$ cat config.mk
export PLATFORM = sky130hd
export DESIGN_NAME = ircw_ctrl
export DESIGN_NICKNAME = d
export VERILOG_FILES = /design/src/shared/ircw_pkg.sv /design/src/verilog/ircw_ctrl.sv
export SDC_FILE = /design/constraint.sdc
export NUM_CORES = 1
export LEC_CHECK = 0
export BUFFER_PORTS_ARGS = -buffer_cell sky130_fd_sc_hd__buf_2
export CAP_MARGIN = 20
export CORE_ASPECT_RATIO = 1.75
export CORE_MARGIN = 4
export CORE_UTILIZATION = 35
export CTS_BUF_LIST = sky130_fd_sc_hd__clkbuf_4
export CTS_CLUSTER_SIZE = 30
export DETAILED_ROUTE_END_ITERATION = 12
export SYNTH_ARGS = -nofsm -noshare
export SYNTH_HDL_FRONTEND = slang
export SYNTH_SLANG_ARGS = --single-unit
$ cat constraint.sdc
create_clock -name pclk -period 1.9 [get_ports pclk]
set_input_delay 0 -clock pclk [delete_from_list [all_inputs] [get_ports pclk]]
set_output_delay 0 -clock pclk [all_outputs]
set_load 0.02 [all_outputs]
$ cat src/shared/ircw_pkg.sv
// package: register map, field positions, reset values and timing counts for the irq block
package ircw_pkg;

  // apb byte offsets
  localparam logic [11:0] IRCW_OFS_CONTROL   = 12'h000;
  localparam logic [11:0] IRCW_OFS_PIE_ONE   = 12'h004;
  localparam logic [11:0] IRCW_OFS_OPTION    = 12'h008;
  localparam logic [11:0] IRCW_OFS_STATE     = 12'h00c;
  localparam logic [11:0] IRCW_OFS_SHADOW    = 12'h040;
  localparam int          IRCW_SHADOW_BANK   = 31;
  localparam int          IRCW_SHADOW_NUM    = 8;

  // shadow slots
  localparam int IRCW_SH_W      = 0;
  localparam int IRCW_SH_STATUS = 1;
  localparam int IRCW_SH_BNK    = 2;
  localparam int IRCW_SH_PTR0L  = 3;
  localparam int IRCW_SH_PTR0H  = 4;
  localparam int IRCW_SH_PTR1L  = 5;
  localparam int IRCW_SH_PTR1H  = 6;
  localparam int IRCW_SH_PCHIGH = 7;

  // irq_control fields
  localparam int IRCW_B_GEN   = 7;
  localparam int IRCW_B_PEN   = 6;
  localparam int IRCW_B_T0IE  = 5;
  localparam int IRCW_B_EXTIE = 4;
  localparam int IRCW_B_PCIE  = 3;
  localparam int IRCW_B_T0IF  = 2;
  localparam int IRCW_B_EXTIF = 1;
  localparam int IRCW_B_PCIF  = 0;

  // option and state fields
  localparam int IRCW_B_EDGE_POL = 0;
  localparam int IRCW_B_ASLEEP   = 0;
  localparam int IRCW_B_IN_ISR   = 1;

  // status bits kept live on save and restore
  localparam int IRCW_B_WDT_EXPIRY = 4;
  localparam int IRCW_B_POWERDOWN  = 3;
  localparam logic [7:0] IRCW_STATUS_KEEP_MASK = 8'h18;

  localparam logic [7:0]  IRCW_RST_CONTROL = 8'h00;
  localparam logic [7:0]  IRCW_RST_PIE_ONE = 8'h00;
  localparam logic [7:0]  IRCW_RST_OPTION  = 8'h00;
  localparam logic [14:0] IRCW_VECTOR      = 15'h0004;

  // instruction cycle: four clocks of 4 ns each
  localparam int IRCW_CLK_NS       = 4;
  localparam int IRCW_INSTR_NS     = 16;
  localparam int IRCW_CLKS_PER_INS = IRCW_INSTR_NS / IRCW_CLK_NS;

  typedef enum logic [2:0] {
    IRCW_RUN, IRCW_SLEEP, IRCW_WAKE_STEP, IRCW_FLUSH, IRCW_VECTOR_LOAD
  } ircw_state_t;

endpackage : ircw_pkg

$ cat src/verilog/ircw_ctrl.sv
// design: interrupt control with wake from sleep, edge pin and context shadowing
//
// Contract
// a peripheral wakes the device only if enabled before sleep and clockless-capable; control bit 6 is read live, not frozen at sleep
// after wake, branch to vector when global enable set, else continue
// the instruction after sleep always executes before any branch to the vector
// external pin is edge triggered; polarity bit one rising, zero falling
// valid edge sets external flag; redirect only with global and external enables
// entering an interrupt pushes the return program counter onto the stack
// entry copies accumulator, bank, pointers, pc latch, status minus expiry and powerdown
// return restores from shadows; live changes lost, shadow writes take effect
// shadow registers are software readable and writable in bank 31
// every flag sets on its condition regardless of any enable
// software should clear flags before enabling their interrupts
// control bit 7 is global enable; writable control bits reset zero
// control bit 6 must be set for peripheral enable register sources
// control bit 2 is timer0 overflow flag, bit 5 its enable
// control bit 0 is read-only pin-change flag, bit 3 its enable
// control bit 1 is external flag, bit 4 external enable, both read-write
// peripheral enable one holds eight read-write enables, reset zero
// taking an interrupt flushes, clears global enable, pushes pc, saves, loads 0004h
// return pops address, restores context and sets global enable again
// latency three to four cycles synchronous, three to five asynchronous
// external pin is synchronised before edge detection, one flag set per edge
//
// The address map and the APB slave port were decided locally.
`timescale 1ns/1ps
`default_nettype none

module ircw_ctrl
  import ircw_pkg::*;
#(
  parameter int CLKS_PER_INSTR = IRCW_CLKS_PER_INS,
  parameter logic [7:0] PERIPH_CLOCKLESS = 8'h00,
  parameter bit TIMER0_CLOCKLESS = 1'b0
) (
  input  wire logic        pclk,
  input  wire logic        presetn,
  input  wire logic        psel,
  input  wire logic        penable,
  input  wire logic        pwrite,
  input  wire logic [11:0] paddr,
  input  wire logic [31:0] pwdata,
  output logic      [31:0] prdata,
  output logic             pready,
  output logic             pslverr,
  input  wire logic        ext_irq_pin,
  input  wire logic        timer0_overflow,
  input  wire logic        pin_change_any,
  input  wire logic [7:0]  periph_flags,
  input  wire logic        core_sleep,
  input  wire logic        core_return_from_irq,
  input  wire logic [14:0] core_pc,
  input  wire logic [7:0]  core_w,
  input  wire logic [7:0]  core_status,
  input  wire logic [4:0]  core_bnk,
  input  wire logic [15:0] core_ptr0,
  input  wire logic [15:0] core_ptr1,
  input  wire logic [6:0]  core_pchigh,
  output logic             core_asleep,
  output logic             core_wake,
  output logic             core_instr_tick,
  output logic             core_flush,
  output logic             stack_push,
  output logic      [14:0] stack_push_pc,
  output logic             vector_load,
  output logic      [14:0] vector_addr,
  output logic             restore_valid,
  output logic      [7:0]  restore_w,
  output logic      [7:0]  restore_status,
  output logic      [4:0]  restore_bnk,
  output logic      [15:0] restore_ptr0,
  output logic      [15:0] restore_ptr1,
  output logic      [6:0]  restore_pchigh
);

  if (CLKS_PER_INSTR < 2 || CLKS_PER_INSTR > 255) begin : g_bad_div
    $error("ircw_ctrl: CLKS_PER_INSTR out of range");
  end

  ////////////////////////////////////////////////////////////////////////////
  // instruction cycle divider
  logic [7:0] div_q;
  logic       tick;

  assign tick = (div_q == 8'h00);

  always_ff @(posedge pclk or negedge presetn) begin
    if (!presetn) begin
      div_q <= 8'h00;
    end else if (tick) begin
      div_q <= 8'(CLKS_PER_INSTR - 1);
    end else begin
      div_q <= div_q - 8'h01;
    end
  end

  always_ff @(posedge pclk or negedge presetn) begin
    if (!presetn) begin
      core_instr_tick <= 1'b0;
    end else begin
      core_instr_tick <= tick;
    end
  end

  ////////////////////////////////////////////////////////////////////////////
  // apb slave: no wait state, pready high in the first access cycle, registered answer
  logic        wr_en;
  logic [7:0]  wbyte;
  logic        addr_ok;
  logic [3:0]  sh_idx;
  logic        sh_hit;
  logic [7:0]  ctrl_q;
  logic [7:0]  pie_q;
  logic [7:0]  opt_q;
  logic [7:0]  shadow_q [IRCW_SHADOW_NUM];
  ircw_state_t st_q;
  logic        in_isr_q;

  assign wr_en  = psel & penable & pready & pwrite & ~pslverr;
  assign wbyte  = pwdata[7:0];
  assign sh_idx = 4'(paddr[5:2]);
  assign sh_hit = (paddr[11:6] == IRCW_OFS_SHADOW[11:6]) && (sh_idx < 4'(IRCW_SHADOW_NUM))
                  && (paddr[1:0] == 2'b00);
  assign addr_ok = sh_hit || paddr == IRCW_OFS_CONTROL || paddr == IRCW_OFS_PIE_ONE
                   || paddr == IRCW_OFS_OPTION || paddr == IRCW_OFS_STATE;

  always_ff @(posedge pclk or negedge presetn) begin
    if (!presetn) begin
      pready  <= 1'b0;
      pslverr <= 1'b0;
      prdata  <= 32'h0000_0000;
    end else begin
      pready  <= psel & ~penable & ~pready;
      pslverr <= psel & ~penable & ~pready & ~addr_ok;
      if (psel && !penable && !pwrite) begin
        prdata <= 32'h0000_0000;
        if (sh_hit) begin
          prdata[7:0] <= shadow_q[sh_idx[2:0]];
        end else if (paddr == IRCW_OFS_CONTROL) begin
          prdata[7:0] <= ctrl_q;
        end else if (paddr == IRCW_OFS_PIE_ONE) begin
          prdata[7:0] <= pie_q;
        end else if (paddr == IRCW_OFS_OPTION) begin
          prdata[7:0] <= opt_q;
        end else if (paddr == IRCW_OFS_STATE) begin
          prdata[IRCW_B_ASLEEP] <= (st_q == IRCW_SLEEP);
          prdata[IRCW_B_IN_ISR] <= in_isr_q;
        end
      end
    end
  end

  ////////////////////////////////////////////////////////////////////////////
  // external pin: three flops, level accepted when second and third agree
  logic sync1_q, sync2_q, sync3_q, ext_lvl_q;
  logic ext_edge;

  always_ff @(posedge pclk or negedge presetn) begin
    if (!presetn) begin
      sync1_q   <= 1'b0;
      sync2_q   <= 1'b0;
      sync3_q   <= 1'b0;
      ext_lvl_q <= 1'b0;
    end else begin
      sync1_q <= ext_irq_pin;
      sync2_q <= sync1_q;
      sync3_q <= sync2_q;
      if (sync2_q == sync3_q) begin
        ext_lvl_q <= sync3_q;
      end
    end
  end

  // edge polarity chooses which transition of the filtered level counts
  assign ext_edge = (sync2_q == sync3_q) && (sync3_q != ext_lvl_q)
                    && (sync3_q == opt_q[IRCW_B_EDGE_POL]);

  always_ff @(posedge pclk or negedge presetn) begin
    if (!presetn) begin
      opt_q <= IRCW_RST_OPTION;
    end else if (wr_en && paddr == IRCW_OFS_OPTION) begin
      opt_q <= {7'h00, wbyte[IRCW_B_EDGE_POL]};
    end
  end

  ////////////////////////////////////////////////////////////////////////////
  // control and peripheral enable registers
  logic take;
  logic periph_pend, pending;

  always_ff @(posedge pclk or negedge presetn) begin
    if (!presetn) begin
      pie_q <= IRCW_RST_PIE_ONE;
    end else if (wr_en && paddr == IRCW_OFS_PIE_ONE) begin
      pie_q <= wbyte;
    end
  end

  // flag sets win over a software clear in the same cycle
  always_ff @(posedge pclk or negedge presetn) begin
    if (!presetn) begin
      ctrl_q <= IRCW_RST_CONTROL;
    end else begin
      if (wr_en && paddr == IRCW_OFS_CONTROL) begin
        ctrl_q[7:1] <= wbyte[7:1];
      end
      if (take) begin
        ctrl_q[IRCW_B_GEN] <= 1'b0;
      end else if (core_return_from_irq && in_isr_q) begin
        ctrl_q[IRCW_B_GEN] <= 1'b1;
      end
      if (timer0_overflow) begin
        ctrl_q[IRCW_B_T0IF] <= 1'b1;
      end
      if (ext_edge) begin
        ctrl_q[IRCW_B_EXTIF] <= 1'b1;
      end
      ctrl_q[IRCW_B_PCIF] <= pin_change_any;
    end
  end

  assign periph_pend = ctrl_q[IRCW_B_PEN] & |(periph_flags & pie_q);
  assign pending = (ctrl_q[IRCW_B_T0IE] & ctrl_q[IRCW_B_T0IF])
                 | (ctrl_q[IRCW_B_EXTIE] & ctrl_q[IRCW_B_EXTIF])
                 | (ctrl_q[IRCW_B_PCIE] & ctrl_q[IRCW_B_PCIF])
                 | periph_pend;

  ////////////////////////////////////////////////////////////////////////////
  // sleep, wake and entry sequencing
  logic [7:0] wake_pie_q;
  logic [2:0] wake_ctl_q;
  logic       wake_now;

  // enables are frozen at sleep entry except control bit 6, which is read live, so setting it later can add a peripheral wake
  assign wake_now = (wake_ctl_q[2] & ctrl_q[IRCW_B_T0IF] & TIMER0_CLOCKLESS)
                  | (wake_ctl_q[1] & ctrl_q[IRCW_B_EXTIF])
                  | (wake_ctl_q[0] & ctrl_q[IRCW_B_PCIF])
                  | (ctrl_q[IRCW_B_PEN] & |(periph_flags & wake_pie_q & PERIPH_CLOCKLESS));

  assign take = tick && ctrl_q[IRCW_B_GEN] && pending && (st_q == IRCW_RUN);

  always_ff @(posedge pclk or negedge presetn) begin
    if (!presetn) begin
      wake_pie_q <= 8'h00;
      wake_ctl_q <= 3'b000;
    end else if (core_sleep && st_q == IRCW_RUN) begin
      wake_pie_q <= pie_q;
      wake_ctl_q <= {ctrl_q[IRCW_B_T0IE], ctrl_q[IRCW_B_EXTIE], ctrl_q[IRCW_B_PCIE]};
    end
  end

  always_ff @(posedge pclk or negedge presetn) begin
    if (!presetn) begin
      st_q <= IRCW_RUN;
    end else begin
      unique case (st_q)
        IRCW_RUN: begin
          if (take) begin
            st_q <= IRCW_FLUSH;
          end else if (core_sleep) begin
            st_q <= IRCW_SLEEP;
          end
        end
        IRCW_SLEEP: begin
          if (wake_now) begin
            st_q <= IRCW_WAKE_STEP;
          end
        end
        IRCW_WAKE_STEP: begin
          // the instruction after sleep runs in this state, up to the next tick, before any branch
          if (tick) begin
            st_q <= IRCW_RUN;
          end
        end
        IRCW_FLUSH: begin
          if (tick) begin
            st_q <= IRCW_VECTOR_LOAD;
          end
        end
        IRCW_VECTOR_LOAD: begin
          st_q <= IRCW_RUN;
        end
      endcase
    end
  end

  always_ff @(posedge pclk or negedge presetn) begin
    if (!presetn) begin
      core_asleep   <= 1'b0;
      core_wake     <= 1'b0;
      core_flush    <= 1'b0;
      stack_push    <= 1'b0;
      stack_push_pc <= 15'h0000;
      vector_load   <= 1'b0;
      vector_addr   <= 15'h0000;
      in_isr_q      <= 1'b0;
    end else begin
      core_asleep <= (st_q == IRCW_SLEEP && !wake_now) || (st_q == IRCW_RUN && core_sleep && !take);
      core_wake   <= (st_q == IRCW_SLEEP) && wake_now;
      core_flush  <= take;
      stack_push  <= take;
      vector_load <= (st_q == IRCW_FLUSH) && tick;
      if ((st_q == IRCW_FLUSH) && tick) begin
        vector_addr <= IRCW_VECTOR;
      end
      if (take) begin
        stack_push_pc <= core_pc;
        in_isr_q      <= 1'b1;
      end else if (core_return_from_irq) begin
        in_isr_q <= 1'b0;
      end
    end
  end

  ////////////////////////////////////////////////////////////////////////////
  // shadow registers: hardware save beats a software write in the same cycle
  logic [7:0] live [IRCW_SHADOW_NUM];

  assign live[IRCW_SH_W]      = core_w;
  assign live[IRCW_SH_STATUS] = core_status & ~IRCW_STATUS_KEEP_MASK;
  assign live[IRCW_SH_BNK]    = {3'b000, core_bnk};
  assign live[IRCW_SH_PTR0L]  = core_ptr0[7:0];
  assign live[IRCW_SH_PTR0H]  = core_ptr0[15:8];
  assign live[IRCW_SH_PTR1L]  = core_ptr1[7:0];
  assign live[IRCW_SH_PTR1H]  = core_ptr1[15:8];
  assign live[IRCW_SH_PCHIGH] = {1'b0, core_pchigh};

  for (genvar i = 0; i < IRCW_SHADOW_NUM; i++) begin : g_shadow
    always_ff @(posedge pclk or negedge presetn) begin
      if (!presetn) begin
        shadow_q[i] <= 8'h00;
      end else if (take) begin
        shadow_q[i] <= live[i];
      end else if (wr_en && sh_hit && sh_idx == 4'(i)) begin
        shadow_q[i] <= wbyte;
      end
    end
  end

  // expiry and powerdown bits are taken from the live status, never restored
  always_ff @(posedge pclk or negedge presetn) begin
    if (!presetn) begin
      restore_valid  <= 1'b0;
      restore_w      <= 8'h00;
      restore_status <= 8'h00;
      restore_bnk    <= 5'h00;
      restore_ptr0   <= 16'h0000;
      restore_ptr1   <= 16'h0000;
      restore_pchigh <= 7'h00;
    end else begin
      restore_valid <= core_return_from_irq && in_isr_q;
      if (core_return_from_irq && in_isr_q) begin
        restore_w      <= shadow_q[IRCW_SH_W];
        restore_status <= (shadow_q[IRCW_SH_STATUS] & ~IRCW_STATUS_KEEP_MASK)
                          | (core_status & IRCW_STATUS_KEEP_MASK);
        restore_bnk    <= shadow_q[IRCW_SH_BNK][4:0];
        restore_ptr0   <= {shadow_q[IRCW_SH_PTR0H], shadow_q[IRCW_SH_PTR0L]};
        restore_ptr1   <= {shadow_q[IRCW_SH_PTR1H], shadow_q[IRCW_SH_PTR1L]};
        restore_pchigh <= shadow_q[IRCW_SH_PCHIGH][6:0];
      end
    end
  end

endmodule : ircw_ctrl

`default_nettype wire
==> reports/metrics.yaml <==
clk_path_buf_depth: 2
routedWlPerCell_um: 22.9
path_cells: "a22o_1 > o41ai_4 > buf_6 > clkbuf_16 > a211oi_1 > a31oi_1"
overflow: 0
syn_avg_cell_area_um2: 11.3
cts.sinks: 191
grt_pass1_vias: 8650
setup_viol: 2
status: "finished, violations left"
grt_max_degree: 64
drt_first_pass_iters: 6
cts-root-buf: "clkbuf_4"
fp.dieW_um: 132
ioPinCount: 268
hold_ws_ps: 40.0
htree_num_levels: 4
grt_use_met1_pct: 25.1
async_flop_share_pct: 100
power_density_nw_per_um2: 664
die_h_um: 224
cts_buffers: 17
max_slew.worst_pin.slew_ps: 593
relSlewSlack_pct: 60.4
clkLatencyLatePin_ps: 620
slowest_stage: "o41ai_4"
path_class: "flip-flop to flip-flop"
ys_ff_latch: 191
nFillCells: 2453
final_common_cell: "buf_2"
drc: 0
grt_use_met2_pct: 39.9
num_vias: 8419
vias_per_cell: 5.66
arrival_ps: 2460
slowest_delay_ps: 420
wirelength_mm: 34.1
finalHoldViolations: 0
finalMaxSlewViolations: 0
ys_types: 54
rows: 79
synth_area_um2: 9370
yosys_most_used_dff: "dfrtp_1"
fin_crit_ps: 1900
path_delay_family: "compound AO/OA/AOI/OAI gates"
fin_worst_skew_ps: 32.9
area_delta_synth_final_pct: 35.8
initial_core_util_pct: 35.4
synthTopCellsByArea: "dfrtp_1, mux2_2, a211oi_1, a31oi_1, mux4_2"
hp-class: "input pin to flip-flop"
synth_edf_count: 0
fin_total_pwr_uw: 8450
ys_warn_count: 0
clkTransAtPathRegs_ps: 150
grt_usage_pct: 22.3
drtAntennaViolNets: 0
cp_max_fo: 19
core_area_um2: 26500
gp_congestion: 0.898
seq_area_frac_synth_pct: 51.0
yosys.area.top_type: "dfrtp_1"
antenna_found_initial: 2
use_met3_pct: 3.92
drt_iter0_drc: 601
syn_inst: 826
hpwl_mm: 23.8
leakage_uw: 0.00552
drv_cap: 0
top_usage_layer: "met2"
mostFrequentLayoutCells: "buf_2, dfrtp_1, dlygate4sd3_1"
end_kind: "flip-flop"
peakVddDrop_uv: 273
synth_top_area_share_pct: 51.0
post-route-period-util_pct: 100
finalNetCount: 1290
postLayoutSetupSlackWorst_ps: -3.90
die_area_um2: 29600
grt_pass1_wl_mm: 50.4
clock.fmax_mhz: 525
fin_util_pct: 48.0
cp.required_ps: 2450
io_buffer_count: 205
drive_gt1_share_pct: 41.8
failed_checks: "setup timing"
grt_setup_unrepaired: "true"
cp-start-kind: "flip-flop"
cp_num_buf_inv: 2
cts_tree: "yes"
routing by layer:
layer,up-vias,wire (um)
met2,395,17800
li1,3709,-
met3,104,2010
met1,4209,12400
met5,-,13
met4,2,1900
stage by stage:
step / instances / setup slack (ps) / area, um^2 / TNS, ps
after floorplan: 863 / -5.77 / 9530 / -57.7
after global placement: 1343 / -132 / 11100 / -1160
after detailed placement: 1343 / -125 / 11100 / -1110
after CTS: 1481 / -0.730 / 12400 / -0.751
after global routing: 1487 / -38.6 / 12700 / -612
final: 1487 / -3.90 / 12700 / -5.89
repair_timing:
action / CTS / global route
pin swaps: 1 / 12
gates cloned: 1 / 3
hold buffers: 103 / 0
setup endpoints to repair: 72 / 81
resized for setup: 5 / 49
buffers inserted: 4 / 3
hold endpoints to repair: 306 / 0
final cells by class:
type / instances / area, um^2 / share of cell area, %
Antenna cell: 1 / 2.50 / 0.0197
Clock buffer: 17 / 128 / 1.00
Clock inverter: 13 / 113 / 0.885
Inverter: 10 / 40.0 / 0.315
Multi-Input combinational cell: 539 / 4290 / 33.7
Sequential cell: 191 / 4780 / 37.6
Tap cell: 324 / 405 / 3.18
Timing Repair Buffer: 392 / 2970 / 23.3
cell usage after synthesis (all sizes together) (3+ instances only):
cell type / count
a32oi: 6
inv: 10
nor4: 4
a311oi: 3
a211oi: 60
nor2: 17
clkbuf: 56
mux2: 100
nand2: 11
dfrtp: 191
nor3b: 3
nor2b: 6
buf: 67
and3: 3
o21ai: 67
mux4: 17
nand3: 52
or4: 3
o22ai: 6
a31oi: 62
a22o: 5
a21oi: 13
nor3: 9
nand4: 24
and4: 4
cell families (layout without fill, tap and decap cells):
kind of cell,after synthesis,in the layout,synth area share [%]
multiplexers,118,118,16.2
XOR/XNOR,3,3,0.280
adder cells (fa/ha/maj),3,3,0.374
AND/OR/NAND/NOR,144,144,8.74
flip-flops,191,191,51.0
buffers and inverters,133,432,7.37
AO/OA/AOI/OAI,233,233,16.0
other,1,39,0.0400
worst paths after layout:
path,start,to,slack (ps),cells after the start
min in group asynchronous,presetn,core_instr_tick,420,3
hold / removal,ext_irq_pin,sync1_q,40,2
hold reg to reg,sync1_q,sync2_q,390,0
max in group asynchronous,presetn,ctrl_q[2],720,4
setup / recovery,pie_q[0],shadow_q[22],-4,6
setup reg to reg,pie_q[0],shadow_q[22],-4,6
worst reg2reg max path, delay by kind of cell, from the launching register on:
family | cells | cell delay [ps]
flip-flops | 1 | 410
buffers and inverters | 2 | 480
AO/OA/AOI/OAI | 4 | 960
flip-flops by register name (all words and copies together) (netlist names), 15 cells and up:
signal         flops
shadow_q          64
restore_ptr0      16
stack_push_pc     15
restore_ptr1      16
power breakdown:
group | internal [uW] | switching [uW] | total [uW] | leakage [uW]
logic | 778 | 1010 | 1790 | 0.00306
registers | 4370 | 220 | 4590 | 0.00234
clock network | 635 | 1430 | 2060 | 0.000122
total | 5790 | 2660 | 8450 | 0.00552
Note: power is estimated with default switching activity, not from simulation.
